## src/hw/cpu_exec_pkg.sv

```systemverilog
// constants, types and decode helpers for the add/cycle execution block
package cpu_exec_pkg;

   // ==========================================================
   // timing
   localparam int Q_PER_CYCLE = 4;
   localparam logic [1:0] CYC_ONE = 2'h1;
   localparam logic [1:0] CYC_TWO = 2'h2;
   localparam logic [1:0] CYC_THREE = 2'h3;

   // ==========================================================
   // register map, byte offsets
   localparam logic [7:0] OFS_CTRL = 8'h00;
   localparam logic [7:0] OFS_INSTR = 8'h04;
   localparam logic [7:0] OFS_WORK = 8'h08;
   localparam logic [7:0] OFS_FILE = 8'h0C;
   localparam logic [7:0] OFS_FLAGS = 8'h10;
   localparam logic [7:0] OFS_PC = 8'h14;
   localparam logic [7:0] OFS_PC_LATCH = 8'h18;
   localparam logic [7:0] OFS_STAT = 8'h1C;

   // ==========================================================
   // field positions and reset values
   localparam int FLAG_C = 0;
   localparam int FLAG_DIGIT = 1;
   localparam int FLAG_Z = 2;
   localparam int FLAG_OVERFLOW = 3;
   localparam int CTRL_FULL = 0;
   localparam int CTRL_TBL_INT = 1;
   localparam logic [1:0] CTRL_RST = 2'h1;
   localparam logic [15:0] PC_RST = 16'h0000;
   localparam logic [7:0] PC_LOW_FILE_ADDR = 8'h02;

   // ==========================================================
   // opcode fields
   localparam logic [7:0] OP_ADD_LIT = 8'hB1;
   localparam logic [7:0] OP_LONG_CALL = 8'hB7;
   localparam logic [7:0] OP_RETLW = 8'hB6;
   localparam logic [7:0] OP_MULLW = 8'hBC;
   localparam logic [7:0] OP_MULWF = 8'h34;
   localparam logic [7:0] OP_TSTFSZ = 8'h33;
   localparam logic [6:0] OP_MOVLR = 7'h5D;
   localparam logic [6:0] OP_ADD_FILE = 7'h07;
   localparam logic [6:0] OP_ADD_CARRY = 7'h08;
   localparam logic [6:0] OP_SETF = 7'h15;
   localparam logic [6:0] OP_NEGW = 7'h16;
   localparam logic [5:0] OP_TBL_READ = 6'h2A;
   localparam logic [5:0] OP_TABLWT = 6'h2B;
   localparam logic [4:0] OP_BTFSC = 5'h13;
   localparam logic [4:0] OP_BTFSS = 5'h12;
   localparam logic [2:0] OP_GOTO = 3'h6;
   localparam logic [2:0] OP_CALL = 3'h7;
   localparam logic [15:0] INS_RETURN = 16'h0002;
   localparam logic [15:0] INS_RETFIE = 16'h0005;

   typedef enum logic [1:0] {ST_IDLE = 2'b01, ST_EXEC = 2'b10} exec_fsm_t;

   typedef enum logic [3:0] {
      OPC_OTHER, OPC_ADD_LIT, OPC_ADD_FILE, OPC_ADD_CARRY, OPC_NEGW, OPC_SETF, OPC_LONG_CALL,
      OPC_JUMP, OPC_BRANCH, OPC_TBL_READ, OPC_TABLWT, OPC_SKIP, OPC_FULLONLY
   } op_class_t;

   function automatic op_class_t op_decode(input logic [15:0] ins);
      op_decode = OPC_OTHER;
      if (ins[15:8] == OP_ADD_LIT) op_decode = OPC_ADD_LIT;
      else if (ins[15:8] == OP_LONG_CALL) op_decode = OPC_LONG_CALL;
      else if (ins[15:8] == OP_RETLW || ins == INS_RETURN || ins == INS_RETFIE) begin
         op_decode = OPC_BRANCH;
      end else if (ins[15:8] == OP_TSTFSZ || ins[15:11] == OP_BTFSC ||
                   ins[15:11] == OP_BTFSS) begin
         op_decode = OPC_SKIP;
      end else if (ins[15:8] == OP_MULWF || ins[15:8] == OP_MULLW ||
                   ins[15:9] == OP_MOVLR) begin
         op_decode = OPC_FULLONLY;
      end else if (ins[15:9] == OP_ADD_FILE) op_decode = OPC_ADD_FILE;
      else if (ins[15:9] == OP_ADD_CARRY) op_decode = OPC_ADD_CARRY;
      else if (ins[15:9] == OP_NEGW) op_decode = OPC_NEGW;
      else if (ins[15:9] == OP_SETF) op_decode = OPC_SETF;
      else if (ins[15:10] == OP_TBL_READ) op_decode = OPC_TBL_READ;
      else if (ins[15:10] == OP_TABLWT) op_decode = OPC_TABLWT;
      else if (ins[15:13] == OP_GOTO || ins[15:13] == OP_CALL) op_decode = OPC_JUMP;
   endfunction : op_decode

endpackage : cpu_exec_pkg

```

## src/hw/cpu_exec_if.sv

```systemverilog
// interfaces between the execution top and its adder and cycle timer
`timescale 1ns/100ps

// ==========================================================
interface add_flag_if;
   logic [7:0] a;
   logic [7:0] b;
   logic cin;
   logic [7:0] sum;
   logic c;
   logic dig;
   logic z;
   logic ovf;
   modport user (output a, b, cin, input sum, c, dig, z, ovf);
   modport unit (input a, b, cin, output sum, c, dig, z, ovf);
endinterface : add_flag_if

// ==========================================================
interface cycle_timer_if;
   logic start;
   logic [1:0] ncycles;
   logic endless;
   logic stop;
   logic busy;
   logic done;
   modport ctl (output start, ncycles, endless, stop, input busy, done);
   modport timer (input start, ncycles, endless, stop, output busy, done);
endinterface : cycle_timer_if

```

## src/hw/add_flag_unit.sv

```systemverilog
// 8-bit adder with carry, digit carry, zero and overflow flags
`timescale 1ns/100ps
module add_flag_unit
   import cpu_exec_pkg::*;
(
   add_flag_if.unit af
);
   logic [8:0] full_sum;
   logic [4:0] low_sum;

   // ==========================================================
   // arithmetic
   always_comb begin
      full_sum = {1'b0, af.a} + {1'b0, af.b} + {8'h00, af.cin};
      low_sum = {1'b0, af.a[3:0]} + {1'b0, af.b[3:0]} + {4'h0, af.cin};
      af.sum = full_sum[7:0];
      af.c = full_sum[8];
      af.dig = low_sum[4];
      af.z = (full_sum[7:0] == 8'h00);
      // signed overflow: like signs in, other sign out [RULE1]
      af.ovf = (af.a[7] == af.b[7]) && (full_sum[7] != af.a[7]);
   end

endmodule : add_flag_unit

```

## src/hw/instr_cycle_timer.sv

```systemverilog
// counts instruction cycles of four clocks each for one executing instruction
`timescale 1ns/100ps
module instr_cycle_timer
   import cpu_exec_pkg::*;
(
   input wire logic core_clk,
   input wire logic sys_rst,
   cycle_timer_if.timer tm
);
   typedef struct packed {
      logic run;
      logic [1:0] div;
      logic [1:0] left;
      logic endless;
      logic stop_seen;
   } timer_state_t;

   timer_state_t s;
   timer_state_t next_s;
   logic last_q;

   // ==========================================================
   // sequencing
   always_comb begin
      next_s = s;
      tm.done = 1'b0;
      last_q = (s.div == 2'(Q_PER_CYCLE - 1));
      if (!s.run) begin
         if (tm.start) begin
            next_s.run = 1'b1;
            next_s.div = 2'h0;
            next_s.left = tm.ncycles;
            next_s.endless = tm.endless;
            next_s.stop_seen = 1'b0;
         end
      end else begin
         if (tm.stop) next_s.stop_seen = 1'b1;
         if (last_q) begin
            next_s.div = 2'h0;
            // endless runs end only at a cycle boundary after a stop [RULE4]
            if (s.endless ? (s.stop_seen || tm.stop) : (s.left == CYC_ONE)) begin
               tm.done = 1'b1;
               next_s.run = 1'b0;
            end else if (!s.endless) begin
               next_s.left = s.left - CYC_ONE;
            end
         end else begin
            next_s.div = s.div + 2'h1;
         end
      end
   end

   assign tm.busy = s.run;

   always_ff @(posedge core_clk) begin
      if (sys_rst) s <= '0;
      else s <= next_s;
   end

endmodule : instr_cycle_timer

```

## src/hw/cpu_exec_top.sv

```systemverilog
// execution unit for add instructions, long call and cycle/skip timing
//
// Summary of operation
// [RULE1] add results and overflow use two's complement
// [RULE2] s=1 writes file only, s=0 both
// [RULE3] long call loads pc from latch and literal
// [RULE4] internal table write runs until interrupt event
// [RULE5] external table write takes exactly two cycles
// [RULE6] conditional skip: two cycles if true, else one
// [RULE7] branches two cycles, low-byte table read three
// [RULE8] taken skip replaces fetched instruction with no-operation
// [RULE9] multiply and bank high load need full variant
// [RULE10] add w to file, d picks destination, flags
// [RULE11] add literal to w, updates four flags
// [RULE12] add w, file and carry to destination
`timescale 1ns/100ps
module cpu_exec_top
   import cpu_exec_pkg::*;
(
   input wire logic core_clk,
   input wire logic sys_rst,
   input wire logic psel,
   input wire logic penable,
   input wire logic pwrite,
   input wire logic [7:0] paddr,
   input wire logic [31:0] pwdata,
   output logic [31:0] prdata,
   output logic pready,
   output logic pslverr,
   input wire logic interrupt_event,
   output logic exec_busy
);
   typedef struct packed {
      exec_fsm_t st;
      logic [15:0] instr;
      logic [7:0] working_register;
      logic [7:0] file_data;
      logic [3:0] flags;
      logic [15:0] pc;
      logic [7:0] pc_high_latch;
      logic [1:0] ctrl;
      logic illegal;
      logic skipped;
      logic evt_seen;
      logic [7:0] cyc_cnt;
      logic [31:0] prdata;
   } exec_state_t;

   exec_state_t s;
   exec_state_t next_s;
   op_class_t cls;
   logic access;
   logic write_ok;
   logic mapped;
   logic start;
   logic skip_now;
   logic file_only;

   add_flag_if af ();
   cycle_timer_if tm ();

   add_flag_unit u_add (.af(af));
   instr_cycle_timer u_timer (.core_clk(core_clk), .sys_rst(sys_rst), .tm(tm));

   // ==========================================================
   // decode helpers
   function automatic logic skip_true(input logic [15:0] ins, input logic [7:0] f);
      if (ins[15:8] == OP_TSTFSZ) skip_true = (f == 8'h00);
      else if (ins[15:11] == OP_BTFSC) skip_true = !f[ins[10:8]];
      else skip_true = f[ins[10:8]];
   endfunction : skip_true

   function automatic logic [1:0] cycles_of(input op_class_t c, input logic [15:0] ins,
                                            input logic [7:0] f);
      case (c)
         OPC_SKIP: cycles_of = skip_true(ins, f) ? CYC_TWO : CYC_ONE; // [RULE6]
         OPC_JUMP, OPC_LONG_CALL, OPC_BRANCH: cycles_of = CYC_TWO; // [RULE7]
         OPC_TABLWT: cycles_of = CYC_TWO; // [RULE5]
         OPC_TBL_READ: cycles_of = (ins[7:0] == PC_LOW_FILE_ADDR) ? CYC_THREE : CYC_TWO; // [RULE7]
         default: cycles_of = CYC_ONE; // [RULE10] [RULE11] [RULE12]
      endcase
   endfunction : cycles_of

   // ==========================================================
   // bus decode; the slave never waits, so busy refusals show as pslverr
   always_comb begin
      access = psel && penable;
      mapped = (paddr <= OFS_STAT) && (paddr[1:0] == 2'h0);
      write_ok = access && pwrite && mapped && (s.st == ST_IDLE);
      start = write_ok && (paddr == OFS_INSTR);
      pready = 1'b1;
      pslverr = access && (!mapped || (pwrite && s.st != ST_IDLE && paddr != OFS_STAT));
      cls = op_decode(s.instr);
      skip_now = skip_true(s.instr, s.file_data);
      file_only = s.instr[8];
   end

   // ==========================================================
   // adder operand selection
   always_comb begin
      af.a = s.working_register;
      af.b = s.file_data;
      af.cin = 1'b0;
      case (cls)
         OPC_ADD_LIT: af.b = s.instr[7:0];
         OPC_ADD_CARRY: af.cin = s.flags[FLAG_C];
         OPC_NEGW: begin
            // negation as inverted w plus one
            af.a = ~s.working_register;
            af.b = 8'h00;
            af.cin = 1'b1;
         end
         default: af.cin = 1'b0;
      endcase
   end

   assign tm.start = start;
   assign tm.ncycles = cycles_of(op_decode(pwdata[15:0]), pwdata[15:0], s.file_data);
   assign tm.endless = (op_decode(pwdata[15:0]) == OPC_TABLWT) && s.ctrl[CTRL_TBL_INT]; // [RULE4]
   assign tm.stop = interrupt_event;

   // ==========================================================
   // registers and execution
   always_comb begin
      next_s = s;
      if (psel && !penable) begin
         case (paddr)
            OFS_CTRL: next_s.prdata = {30'h0000_0000, s.ctrl};
            OFS_INSTR: next_s.prdata = {16'h0000, s.instr};
            OFS_WORK: next_s.prdata = {24'h00_0000, s.working_register};
            OFS_FILE: next_s.prdata = {24'h00_0000, s.file_data};
            OFS_FLAGS: next_s.prdata = {28'h000_0000, s.flags};
            OFS_PC: next_s.prdata = {16'h0000, s.pc};
            OFS_PC_LATCH: next_s.prdata = {24'h00_0000, s.pc_high_latch};
            OFS_STAT: next_s.prdata = {28'h000_0000, s.evt_seen, s.illegal, s.skipped,
                                       exec_busy};
            default: next_s.prdata = 32'h0000_0000;
         endcase
      end
      if (write_ok) begin
         case (paddr)
            OFS_CTRL: next_s.ctrl = pwdata[1:0];
            OFS_INSTR: next_s.instr = pwdata[15:0];
            OFS_WORK: next_s.working_register = pwdata[7:0];
            OFS_FILE: next_s.file_data = pwdata[7:0];
            OFS_FLAGS: next_s.flags = pwdata[3:0];
            OFS_PC: next_s.pc = pwdata[15:0];
            OFS_PC_LATCH: next_s.pc_high_latch = pwdata[7:0];
            default: next_s.ctrl = s.ctrl;
         endcase
      end
      case (s.st)
         ST_IDLE: begin
            if (start) begin
               next_s.st = ST_EXEC;
               next_s.illegal = 1'b0;
               next_s.skipped = 1'b0;
               next_s.evt_seen = 1'b0;
               next_s.cyc_cnt = 8'h00;
            end
         end
         ST_EXEC: begin
            next_s.cyc_cnt = s.cyc_cnt + 8'h01;
            if (interrupt_event) next_s.evt_seen = 1'b1;
            if (tm.done) begin
               next_s.st = ST_IDLE;
               next_s.pc = s.pc + 16'h0001;
               case (cls)
                  OPC_ADD_LIT: begin
                     next_s.working_register = af.sum; // [RULE11]
                     next_s.flags = {af.ovf, af.z, af.dig, af.c}; // [RULE1]
                  end
                  OPC_ADD_FILE, OPC_ADD_CARRY: begin
                     // d=1 to file, d=0 to w [RULE10] [RULE12]
                     if (s.instr[8]) next_s.file_data = af.sum;
                     else next_s.working_register = af.sum;
                     next_s.flags = {af.ovf, af.z, af.dig, af.c};
                  end
                  OPC_NEGW: begin
                     next_s.file_data = af.sum;
                     if (!file_only) next_s.working_register = af.sum; // [RULE2]
                     next_s.flags = {af.ovf, af.z, af.dig, af.c};
                  end
                  OPC_SETF: begin
                     next_s.file_data = 8'hFF;
                     if (!file_only) next_s.working_register = 8'hFF; // [RULE2]
                  end
                  OPC_LONG_CALL: next_s.pc = {s.pc_high_latch, s.instr[7:0]}; // [RULE3]
                  OPC_JUMP: next_s.pc = {s.pc[15:13], s.instr[12:0]};
                  OPC_SKIP: begin
                     // the already fetched word is dropped, its slot ran as a no_operation
                     if (skip_now) next_s.pc = s.pc + 16'h0002; // [RULE8]
                     next_s.skipped = skip_now;
                  end
                  OPC_FULLONLY: next_s.illegal = !s.ctrl[CTRL_FULL]; // [RULE9]
                  default: next_s.illegal = s.illegal;
               endcase
            end
         end
         default: next_s.st = ST_IDLE;
      endcase
   end

   always_ff @(posedge core_clk) begin
      if (sys_rst) begin
         s <= '0;
         s.st <= ST_IDLE;
         s.ctrl <= CTRL_RST;
         s.pc <= PC_RST;
      end else begin
         s <= next_s;
      end
   end

   assign prdata = s.prdata;
   assign exec_busy = (s.st == ST_EXEC);

   logic fin;
   assign fin = (s.st == ST_EXEC) && tm.done;
   localparam int LIT_DELAY = Q_PER_CYCLE;
endmodule : cpu_exec_top

```

## config.mk

```make
export PLATFORM = sky130hd
export DESIGN_NAME = cpu_exec_top
export DESIGN_NICKNAME = d
export VERILOG_FILES = /design/src/hw/cpu_exec_pkg.sv /design/src/hw/cpu_exec_if.sv /design/src/hw/add_flag_unit.sv /design/src/hw/instr_cycle_timer.sv /design/src/hw/cpu_exec_top.sv
export SDC_FILE = /design/constraint.sdc
export NUM_CORES = 1
export LEC_CHECK = 0
export ABC_AREA = 1
export BUFFER_PORTS_ARGS = -buffer_cell sky130_fd_sc_hd__buf_2
export CAP_MARGIN = 20
export CORE_ASPECT_RATIO = 0.75
export CORE_MARGIN = 4
export CORE_UTILIZATION = 48
export DETAILED_ROUTE_END_ITERATION = 10
export PLACE_DENSITY = 0.68
export SYNTH_ARGS = -nofsm -noshare
export SYNTH_HDL_FRONTEND = slang
export SYNTH_SLANG_ARGS = --single-unit
```

## constraint.sdc

```tcl
create_clock -name core_clk -period 4.4 [get_ports core_clk]
set_input_delay 0.88 -clock core_clk [delete_from_list [all_inputs] [get_ports core_clk]]
set_output_delay 0.88 -clock core_clk [all_outputs]
set_load 0.01 [all_outputs]
```

**Word level (Yosys, flattened, before mapping)**

Index checks and enable logic that the tools add are counted.

- Flip-flop bits (word level): 114
- Output and inout port bits: 35

- Add/subtract/negate cells: 9
- Magnitude comparators: 3
- Eq/ne operators: 79
- Mux-type cells: 79
- Bitwise operators: 2
- Reduce and logical (&&, ||, !) cells: 54

Operator list:

| kind | count |
|---|---|
| $pmux 16 s8 | 1 |
| $mux 4 | 24 |
| $mux 36 | 2 |
| $eq 8x8->1 const B | 8 |
| $mux 8 | 7 |
| $pmux 16 s3 | 1 |
| $pmux 8 s3 | 2 |
| $mux 46 | 1 |
| $eq 16x2->1 const B | 2 |
| $eq 16x3->1 const B | 2 |
| $eq 8x5->1 const B | 4 |
| $eq 8x6->1 const B | 4 |
| $mux 16 | 2 |
| $eq 7x5->1 const B | 4 |
| $eq 4x3->1 const B | 6 |
| $eq 4x4->1 const B | 6 |
| $eq 6x6->1 const B | 4 |
| $logic_not 8->1 | 3 |
| $pmux 11 s2 | 1 |
| $eq 5x5->1 const B | 4 |
| $mux 1 | 18 |
| $mux 2 | 9 |
| $add 16x1->16 const B | 1 |
| $add 16x2->16 const B | 1 |
| 48 further kinds | 109 |

**Longest topological paths before layout**

Gate-level depths: netlist (run 1).

- Depth in word-level cells: 23
- Mapped depth: 20

**By module**

From an unflattened synthesis (run 1), not the netlist that was laid out.

- Cells, all modules: 1159
- Area, all modules: 7193.1 um^2

Modules (own cells, without submodules):

| module | instances | cells each | area an instance (um^2) | sequential area each (um^2) |
|---|---|---|---|---|
| cpu_exec_top | 1 | 1020 | 6311.1 | 1661.6 |
| add_flag_unit | 1 | 91 | 508.0 | 0.0 |
| instr_cycle_timer | 1 | 48 | 374.1 | 140.1 |

**Worst setup path after synthesis (run 1)**

No wires, ideal clock.

- Path kind: flip-flop to flip-flop
- Start point: reg s, in the netlist file_only
- End point: reg s[77] (netlist bit)
- Library setup time: 113 ps
- Data arrival time: 3063 ps
- Setup slack: 1224 ps
- Stages on the path, launching flop included: 15
- Path buffers: 1
- Clock period less this slack: 3176 ps
- Path through: dfxtp_1 -> buf_6 -> inv_4 -> nor4_4 -> a22oi_1 -> fa_1 -> fa_1 -> nand3b_1 -> nand3_1 -> xor2_1 -> inv_1 -> a211oi_1 -> o21ai_0 -> o21ai_1 -> inv_1

- Longest elaborated chain between the ends: 16

Ends and longest elaborated chain:

| element | line | text |
|---|---|---|
| start: declaration | cpu_exec_top.sv:49 | `exec_state_t s;` |
| start signal: assignment | cpu_exec_top.sv:211 | `s <= next_s;` |
| $eq 8x6->1 or $eq 8x8->1 (tied branches) | cpu_exec_pkg.sv:72 | `end else if (ins[15:8] == OP_MULWF \|\| ins[15:8] == OP_MULLW \|\|` |
| $logic_or 1x1->1 (2 in a row) | cpu_exec_pkg.sv:72 |  |
| $mux 4 | cpu_exec_pkg.sv:72 |  |
| $mux 4 | cpu_exec_pkg.sv:69 | `end else if (ins[15:8] == OP_TSTFSZ \|\| ins[15:11] == OP_BTFSC \|\|` |
| $mux 4 | cpu_exec_pkg.sv:67 | `else if (ins[15:8] == OP_RETLW \|\| ins == INS_RETURN \|\| ins == INS_RETFIE) begin` |
| $mux 4 | cpu_exec_pkg.sv:66 | `else if (ins[15:8] == OP_LONG_CALL) op_decode = OPC_LONG_CALL;` |
| $mux 4 | cpu_exec_pkg.sv:65 | `if (ins[15:8] == OP_ADD_LIT) op_decode = OPC_ADD_LIT;` |
| $eq 4x3->1 or $eq 4x1->1 (tied branches) | cpu_exec_top.sv:104, cpu_exec_top.sv:168 |  |
| $pmux 8 s2 or $mux 8 (tied branches) | cpu_exec_top.sv:104 | `case (cls)` |
| $add 8x8->9 | add_flag_unit.sv:14 | `full_sum = {1'b0, af.a} + {1'b0, af.b} + {8'h00, af.cin};` |
| $add 9x1->9 | add_flag_unit.sv:14 |  |
| $mux 8 | cpu_exec_top.sv:175 | `if (s.instr[8]) next_s.file_data = af.sum;` |
| $pmux 8 s3 * | cpu_exec_top.sv:168 | `case (cls)` |
| $mux 36 * | cpu_exec_top.sv:165 | `if (tm.done) begin` |
| $mux 36 * | cpu_exec_top.sv:152 | `case (s.st)` |

Every way passes the cells marked *; elsewhere a longest branch is shown, timed or not.
A chain may end at the register's enable or synchronous reset.

**Worst setup path after layout (run 1)**

- Start point: reg s[103] (netlist bit)
- End point: reg s[77] (netlist bit)

- Longest elaborated chain between the ends: 22

Ends and longest elaborated chain:

| element | line | text |
|---|---|---|
| $eq 3x3->1 | cpu_exec_pkg.sv:81 | `else if (ins[15:13] == OP_GOTO \|\| ins[15:13] == OP_CALL) op_decode = OPC_JUMP;` |
| $logic_or 1x1->1 | cpu_exec_pkg.sv:81 |  |
| $mux 3 | cpu_exec_pkg.sv:81 |  |
| $mux 4 | cpu_exec_pkg.sv:80 | `else if (ins[15:10] == OP_TABLWT) op_decode = OPC_TABLWT;` |
| $mux 4 | cpu_exec_pkg.sv:79 | `else if (ins[15:10] == OP_TBL_READ) op_decode = OPC_TBL_READ;` |
| $mux 4 | cpu_exec_pkg.sv:78 | `else if (ins[15:9] == OP_SETF) op_decode = OPC_SETF;` |
| $mux 4 | cpu_exec_pkg.sv:77 | `else if (ins[15:9] == OP_NEGW) op_decode = OPC_NEGW;` |
| $mux 4 | cpu_exec_pkg.sv:76 | `else if (ins[15:9] == OP_ADD_CARRY) op_decode = OPC_ADD_CARRY;` |
| [6 not listed] | - |  |
| $eq 4x3->1 or $eq 4x1->1 (tied branches) | cpu_exec_top.sv:104, cpu_exec_top.sv:168 |  |
| $pmux 8 s2 or $mux 8 (tied branches) | cpu_exec_top.sv:104 |  |
| $add 8x8->9 | add_flag_unit.sv:14 |  |
| $add 9x1->9 | add_flag_unit.sv:14 |  |
| $mux 8 | cpu_exec_top.sv:175 |  |
| $pmux 8 s3 * | cpu_exec_top.sv:168 |  |
| $mux 36 * | cpu_exec_top.sv:165 |  |
| $mux 36 * | cpu_exec_top.sv:152 |  |

Marked as above.

==> impl_metrics.yaml, run 1 <==
synth:
  synth_async_sr_flop_share_pct: 0
  synth_seq_area_share_pct: 26.11
  yosys_register_bits: 90
  synth_enable_flop_cells: 0
  synth_top_cell_area_share_pct: 26.11
  synth_area_leaders: "sky130_fd_sc_hd__dfxtp_1 (26%), sky130_fd_sc_hd__nand2_1 (13%), sky130_fd_sc_hd__a21oi_1 (7.5%), sky130_fd_sc_hd__inv_1 (7.5%), sky130_fd_sc_hd__o21ai_0 (7.3%)"
  ys_types: 46
  netlist_area_um2: 6902
  syn-instance-count: 1106
  avgSynthCellArea_um2: 6.240
  most_instantiated_flip_flop_cell_in_the_synthesis_netlist: "sky130_fd_sc_hd__dfxtp_1"
  synth_top_cell_by_area: "sky130_fd_sc_hd__dfxtp_1"
  synth-warning-count: 0
setup_path:
  data_required_time_at_the_worst_endpoint_ns: 4.66
  worstPathCellList: "inv_2 -> nand3_1 -> inv_2 -> nand4_2 -> buf_4 -> xor2_1 -> fa_1 -> fa_1 -> nand3b_1 -> nand3_1 -> xor2_1 -> inv_1 -> a211oi_1 -> o21ai_0 -> o21ai_1 -> inv_1"
  cp_data_arrival_time_ns: 3.94
  crit_path_top_delay_cell: "sky130_fd_sc_hd__fa_1"
  slowest_delay_ns: 0.47
  timing.critical_path.to_type: "flop"
  worst_setup_path_start_kind: "flop"
  worstPathMaxFanout: 8
  path_class: "flop to flop"
status:
  run_status: "finished, final reports clean"
layout:
  post_route_cells_drive_above_1_share_pct: 10.85
  area.growth.synth_to_final_pct: 6.454
  design.final.nets: 1178
  antenna-diode-count: 0
timing:
  fin_crit_ns: 3.678
  maxClockFrequency_mhz: 271.9
  fin_tns_setup_ns: 0
  worstMarginPinSlew_ns: 0.6386
  rsz0062_at_grt: "false"
  finalHoldViolations: 0
  setup_ws_ns: 0.7219
  setup_violations: 0
  final_max_slew_viol_count: 0
  timing.clock.skew_ns: 0.01226
  timing.max_slew.rel_slack_pct: 57.32
  finalCritPeriodShare_pct: 83.59
detailed_routing:
  wire_length_per_cell_um: 17.65
  detail_route.drc_violations: 0
  routed_via_density: 5.763
  ant_nets: 0
  count_of_vias_placed_by_the_detailed_router: 7486
  finalWirelength_mm: 22.93
  initialDrtViolationCount: 968
  dr.pass1.iters: 6
global_route:
  overflow: 0
  gr-usage-all-layers_pct: 28.00
  pin_count_of_the_biggest_net_entering_global_routing: 53
  first_global_vias: 6663
  grt_pass1_wl_mm: 36.74
  grt_antenna_before_repair: 0
clock_network:
  cts_setup_buffers: 0
  cts_tree: "done"
  ctsRootBufferMaster: "sky130_fd_sc_hd__clkbuf_16"
  tritoncts_num_sinks: 90
  cts_inserted_buffers: 9
  holdBufCountCts: 0
  cts_resized: 0
  maximum_level_of_the_cts_h_tree: 3
  clk_path_buf_depth: 2
  clk_pin_slew_ns: 0.07
  clkLatencyLatePin_ns: 0.36
die:
  fp.dieArea_um2: 16380
  chipHeight_um: 111.8
  start_util_pct: 49.69
  die_width_um: 146.5
  ioPinCount: 81
  design.core.area_um2: 13890
  num_rows: 37
pwr:
  worst_ir_drop_vdd_mv: 0.2042
  power_leakage_nw: 3.205
  pwr_cell_area_nw_per_um2: 227.1
placed_design:
  placement.io_buffers: 47
  detailedPlacementHpwl_mm: 17.34
  gp_congestion: 0.9829
  pre_cts_slack_ns: 0.8468
min_path:
  worst_hold_path_type: "flop to flop"
flow_run:
  timing.max_cap.violations: 0
## power breakdown
group          internal [mW]  leakage [nW]  switching (mW)
Sequential             0.814         0.725       0.0000241
Combinational         0.0198          2.34          0.0646
Clock                  0.393         0.138           0.377
Total                   1.23          3.21           0.442
## Yosys cell counts (3+ instances only)
cell / instances
sky130_fd_sc_hd__o21ai_1: 11
sky130_fd_sc_hd__inv_2: 19
sky130_fd_sc_hd__o31ai_1: 3
sky130_fd_sc_hd__a21oi_1: 104
sky130_fd_sc_hd__nand2_1: 238
sky130_fd_sc_hd__nand3b_1: 5
sky130_fd_sc_hd__o22ai_1: 21
sky130_fd_sc_hd__a211oi_1: 3
sky130_fd_sc_hd__o221ai_1: 6
sky130_fd_sc_hd__o211ai_1: 14
sky130_fd_sc_hd__nand2_2: 7
sky130_fd_sc_hd__nand3_1: 63
sky130_fd_sc_hd__nor2_1: 86
sky130_fd_sc_hd__buf_4: 36
sky130_fd_sc_hd__clkbuf_1: 20
sky130_fd_sc_hd__nor3_1: 10
sky130_fd_sc_hd__nor4_1: 3
sky130_fd_sc_hd__inv_1: 138
sky130_fd_sc_hd__ha_1: 11
sky130_fd_sc_hd__nand4_1: 21
sky130_fd_sc_hd__nor2_2: 9
sky130_fd_sc_hd__a31oi_1: 8
sky130_fd_sc_hd__dfxtp_1: 90
sky130_fd_sc_hd__xor2_1: 32
sky130_fd_sc_hd__buf_2: 12
sky130_fd_sc_hd__o21ai_0: 101
sky130_fd_sc_hd__a221oi_1: 6
## metrics by stage
stage | instances | total power [mW] | instance area, µm² | hold WS [ns] | utilization, %
5_1_grt | 1299 | 1.723 | 7347 | 0.4787 | 52.90
6_report | 1299 | 1.668 | 7347 | 0.4627 | 52.90
3_5_place_dp | 1283 | 0.9150 | 7063 | 0.4534 | 50.86
2_1_floorplan | 1121 | 0.8874 | 6958 | 0.4405 | -
3_3_place_gp | 1283 | 0.9146 | 7063 | 0.4511 | 50.86
4_1_cts | 1299 | 1.671 | 7347 | 0.4643 | 52.90
## critical path, delay by kind of cell, from the launching register on
family | cells | cell delay, ns
AOI/OAI and AO/OA | 3 | 0.48
xor gates and xnor gates | 2 | 0.64
and+or+nand+nor | 4 | 0.63
adders and majority gates | 2 | 0.89
buffers and inverters | 5 | 0.59
DFF | 1 | 0.35
## final cells by class
cell class	instances	area, µm²
fill	1468	6541
multi-input combinational	802	4129
sequential	90	1802
inverter	158	595.6
timing repair buffer	58	317.8
clock buffer	9	225.2
tap	175	219.0
clock inverter	7	58.81
## state kept, by name, indices dropped and copies added, names as in the netlist
register	flops
prdata	16
u_timer.s	6
s	66
u_timer.tm.busy	1
file_only	1
## routing by layer
metal | vias up | routed length, µm | GRT usage, %
li1 | 3645 | - | -
met1 | 3401 | 10500 | 42.12
met2 | 396 | 8969 | 38.13
met3 | 44 | 3022 | 9.154
met4 | 0 | 435 | 6.767
met5 | - | 0 | 0
## worst paths after layout
check / cells past startpoint / to / startpoint / slack [ns]
max: 16 / s[77] / s[103] / 0.72
min: 2 / prdata[14] / prdata[14] / 0.46
max reg2reg: 16 / s[77] / s[103] / 0.72
min reg2reg: 2 / prdata[14] / prdata[14] / 0.46
## cell families (layout without fill, tap and decap cells)
logic type,Yosys count,after routing,synth area share (%)
simple gates,451,451,28.55
compound gates,288,288,23.59
buf+inv,229,232,14.88
flops,90,90,26.11
xor+xnor,33,33,4.188
fa+ha+maj,13,13,2.574
other cells,2,17,0.1088
## cell usage in the layout (no fill, tap or decap), types with 3 or more instances in the layout
| master | n |
|---|---|
| sky130_fd_sc_hd__o221ai_1 | 6 |
| sky130_fd_sc_hd__buf_4 | 11 |
| sky130_fd_sc_hd__nand3_1 | 63 |
| sky130_fd_sc_hd__nand2_2 | 7 |
| sky130_fd_sc_hd__nand3b_1 | 5 |
| sky130_fd_sc_hd__nand2_1 | 238 |
| sky130_fd_sc_hd__a31oi_1 | 8 |
| sky130_fd_sc_hd__o22ai_1 | 21 |
| sky130_fd_sc_hd__ha_1 | 11 |
| sky130_fd_sc_hd__o211ai_1 | 14 |
| sky130_fd_sc_hd__nor4_1 | 3 |
| sky130_fd_sc_hd__dfxtp_1 | 90 |
| sky130_fd_sc_hd__a21oi_1 | 104 |
| sky130_fd_sc_hd__xor2_1 | 32 |
| sky130_fd_sc_hd__inv_1 | 137 |
| sky130_fd_sc_hd__o21ai_1 | 11 |
| sky130_fd_sc_hd__nor3_1 | 10 |
| sky130_fd_sc_hd__clkbuf_16 | 9 |
| sky130_fd_sc_hd__nor2_1 | 86 |
| sky130_fd_sc_hd__nand4_1 | 21 |
| sky130_fd_sc_hd__inv_2 | 19 |
| sky130_fd_sc_hd__o21ai_0 | 101 |
| sky130_fd_sc_hd__buf_2 | 47 |
| sky130_fd_sc_hd__conb_1 | 17 |
| sky130_fd_sc_hd__a211oi_1 | 3 |
| sky130_fd_sc_hd__nor2_2 | 9 |
| sky130_fd_sc_hd__o31ai_1 | 3 |
| sky130_fd_sc_hd__a221oi_1 | 6 |
Power figures use the tool's default switching activity.
==> inputs of run 2 (changes only) <==
==> constraint.sdc (replaced) <==
create_clock -name core_clk -period 3.52 [get_ports core_clk]
set_input_delay 0.704 -clock core_clk [delete_from_list [all_inputs] [get_ports core_clk]]
set_output_delay 0.704 -clock core_clk [all_outputs]
set_load 0.01 [all_outputs]
==> impl_metrics.yaml, run 2 (synthesized netlist as in run 1, its figures left out) <==
detailed_routing:
  wire_length_per_cell_um: 17.43
  dr.pass1.iters: 6
  finalWirelength_mm: 22.74
  ant_nets: 0
  count_of_vias_placed_by_the_detailed_router: 7517
  detail_route.drc_violations: 0
  initialDrtViolationCount: 1050
  routed_via_density: 5.760
pwr:
  post-layout-total-power_mw: 2.142
  seq_power_share_pct: 47.5
  pwr_cell_area_nw_per_um2: 288.2
  total_switching_power_mw: 0.5384
  power_leakage_nw: 3.258
  worst_ir_drop_vdd_mv: 0.2251
  switching_share_pct: 25.13
  power.share.combinational_pct: 5.0
  clock_power_share_pct: 47.5
  intPower_mw: 1.604
setup_path:
  worstPathCellList: "inv_2 -> nand2_2 -> nor4_4 -> buf_4 -> nor2_1 -> a22oi_2 -> fa_1 -> fa_1 -> nand3b_1 -> nand3_2 -> xor2_1 -> inv_1 -> a211oi_1 -> o21ai_0 -> o21ai_1 -> inv_1"
  worstPathMaxFanout: 6
  timing.critical_path.to_type: "flop"
  path_class: "flop to flop"
  critical_path.top_delay_family: "adder cells"
  cp_data_arrival_time_ns: 3.56
  data_required_time_at_the_worst_endpoint_ns: 3.77
  critPathBufInv: 4
  crit_path_top_delay_cell: "sky130_fd_sc_hd__dfxtp_1"
  slowest_delay_ns: 0.46
  timing.reg2reg.setup_slack_ns: 0.21
  worst_setup_path_start_kind: "flop"
die:
  start_util_pct: 49.69
  fp.dieArea_um2: 16380
  chipHeight_um: 111.8
  die_width_um: 146.5
  num_rows: 37
  design.core.area_um2: 13890
  ioPinCount: 81
layout:
  mostFrequentLayoutCell: "sky130_fd_sc_hd__nand2_1"
  design.final.nets: 1184
  registers.top_by_ff_count: "s"
  nFillCells: 1461
  finalCoreUtilization_pct: 53.53
  area.growth.synth_to_final_pct: 7.723
  largest_register_ffs: 66
  fin_area_um2: 7435
  antenna-diode-count: 0
  post_route_cells_drive_above_1_share_pct: 11.86
  commonest_cells_after_routing_fill_and_taps_aside: "sky130_fd_sc_hd__nand2_1 (238), sky130_fd_sc_hd__inv_1 (137), sky130_fd_sc_hd__a21oi_1 (104)"
placed_design:
  pre_cts_slack_ns: 0.2388
  placement.io_buffers: 47
  placed_cell_area_um2: 7101
  gp_congestion: 0.9754
  detailedPlacementHpwl_mm: 17.28
global_route:
  gr-usage-all-layers_pct: 27.31
  grt_pass1_wl_mm: 36.10
  first_global_vias: 6566
  grt_antenna_before_repair: 0
  pin_count_of_the_biggest_net_entering_global_routing: 53
  overflow: 0
timing:
  timing.clock.skew_ns: 0.01145
  fin_tns_setup_ns: 0
  maxClockFrequency_mhz: 301.9
  finalHoldViolations: 0
  worstMarginPinSlew_ns: 0.5856
  setup_violations: 0
  final_max_slew_viol_count: 0
  timing.max_slew.rel_slack_pct: 60.55
  setup_ws_ns: 0.2074
  fin_crit_ns: 3.313
  finalCritPeriodShare_pct: 94.11
clock_network:
  maximum_level_of_the_cts_h_tree: 3
  clk_pin_slew_ns: 0.07
  tritoncts_num_sinks: 90
  cts_tree: "done"
  cts_inserted_buffers: 9
  ctsRootBufferMaster: "sky130_fd_sc_hd__clkbuf_16"
  holdBufCountCts: 0
  clk_path_buf_depth: 2
  clkLatencyLatePin_ns: 0.35
min_path:
  worst_hold_path_type: "flop to flop"
status:
  run_status: "finished, final reports clean"
flow_run:
  timing.max_cap.violations: 0
run 2: cell count changes in the layout (fill, tap and decap cells not counted), sizes merged:
cell	change
bufinv	+1
clkinvlp	-1
buf	+6
clkbuf	+1
clkinv	-1
run 2: per-stage QoR:
stage / std cells / hold slack [ns]
detailed placement: 1288 / 0.4532
floorplan: 1121 / 0.4405
global placement: 1288 / 0.4505
finish: 1305 / 0.4627
CTS: 1304 / 0.4642
global route: 1305 / 0.4758
run 2: cell type report:
class / instances / area, µm² / area share, %
clock buffers: 10 / 229.0 / 3.080
clock inverters: 6 / 72.57 / 0.9761
inverters: 158 / 595.6 / 8.011
multi-input cells: 802 / 4145 / 55.76
flip-flops and latches: 90 / 1807 / 24.30
well taps: 175 / 219.0 / 2.945
repair buffers: 64 / 366.6 / 4.931
run 2: final timing paths:
path | cells past startpoint | endpoint | startpoint
hold reg to reg | 2 | prdata[6] | prdata[6]
setup reg to reg | 16 | s[77] | s[99]
hold / removal | 2 | prdata[6] | prdata[6]
setup / recovery | 16 | s[77] | s[99]
run 2: power groups by stage:
stage | Clock, mW | Sequential (mW) | Combinational [mW]
after global routing | 1.07 | 1.02 | 0.116
after CTS | 1.03 | 1.02 | 0.104
after global placement | 0 | 1.04 | 0.103
after floorplan | 0 | 1.04 | 0.0681
final | 1.02 | 1.02 | 0.107
after detailed placement | 0 | 1.04 | 0.104
run 2: worst reg2reg max path, stage by stage (launching register included):
cell                       delay, ns
sky130_fd_sc_hd__dfxtp_1        0.46
sky130_fd_sc_hd__inv_2          0.10
sky130_fd_sc_hd__nand2_2        0.10
sky130_fd_sc_hd__nor4_4         0.04
sky130_fd_sc_hd__buf_4          0.15
sky130_fd_sc_hd__nor2_1         0.16
sky130_fd_sc_hd__a22oi_2        0.09
sky130_fd_sc_hd__fa_1           0.45
sky130_fd_sc_hd__fa_1           0.43
sky130_fd_sc_hd__nand3b_1       0.19
sky130_fd_sc_hd__nand3_2        0.10
sky130_fd_sc_hd__xor2_1         0.34
sky130_fd_sc_hd__inv_1          0.08
sky130_fd_sc_hd__a211oi_1       0.22
sky130_fd_sc_hd__o21ai_0        0.13
sky130_fd_sc_hd__o21ai_1        0.13
sky130_fd_sc_hd__inv_1          0.05
run 2: what timing repair did:
item                                    CTS  global route
buffers inserted                          0             1
endpoints found under the setup margin    0             6
resized for setup                         0             8
endpoints found under the hold margin     0             0
run 2: routing by layer:
metal  track usage, %  part of all wire, %  up-vias
li1                 -                    -     3660
met1            42.13                   46     3383
met2            37.89                   40      445
met3            7.323                   13       29
met4            5.075                  1.3        0
met5                0                    0        -
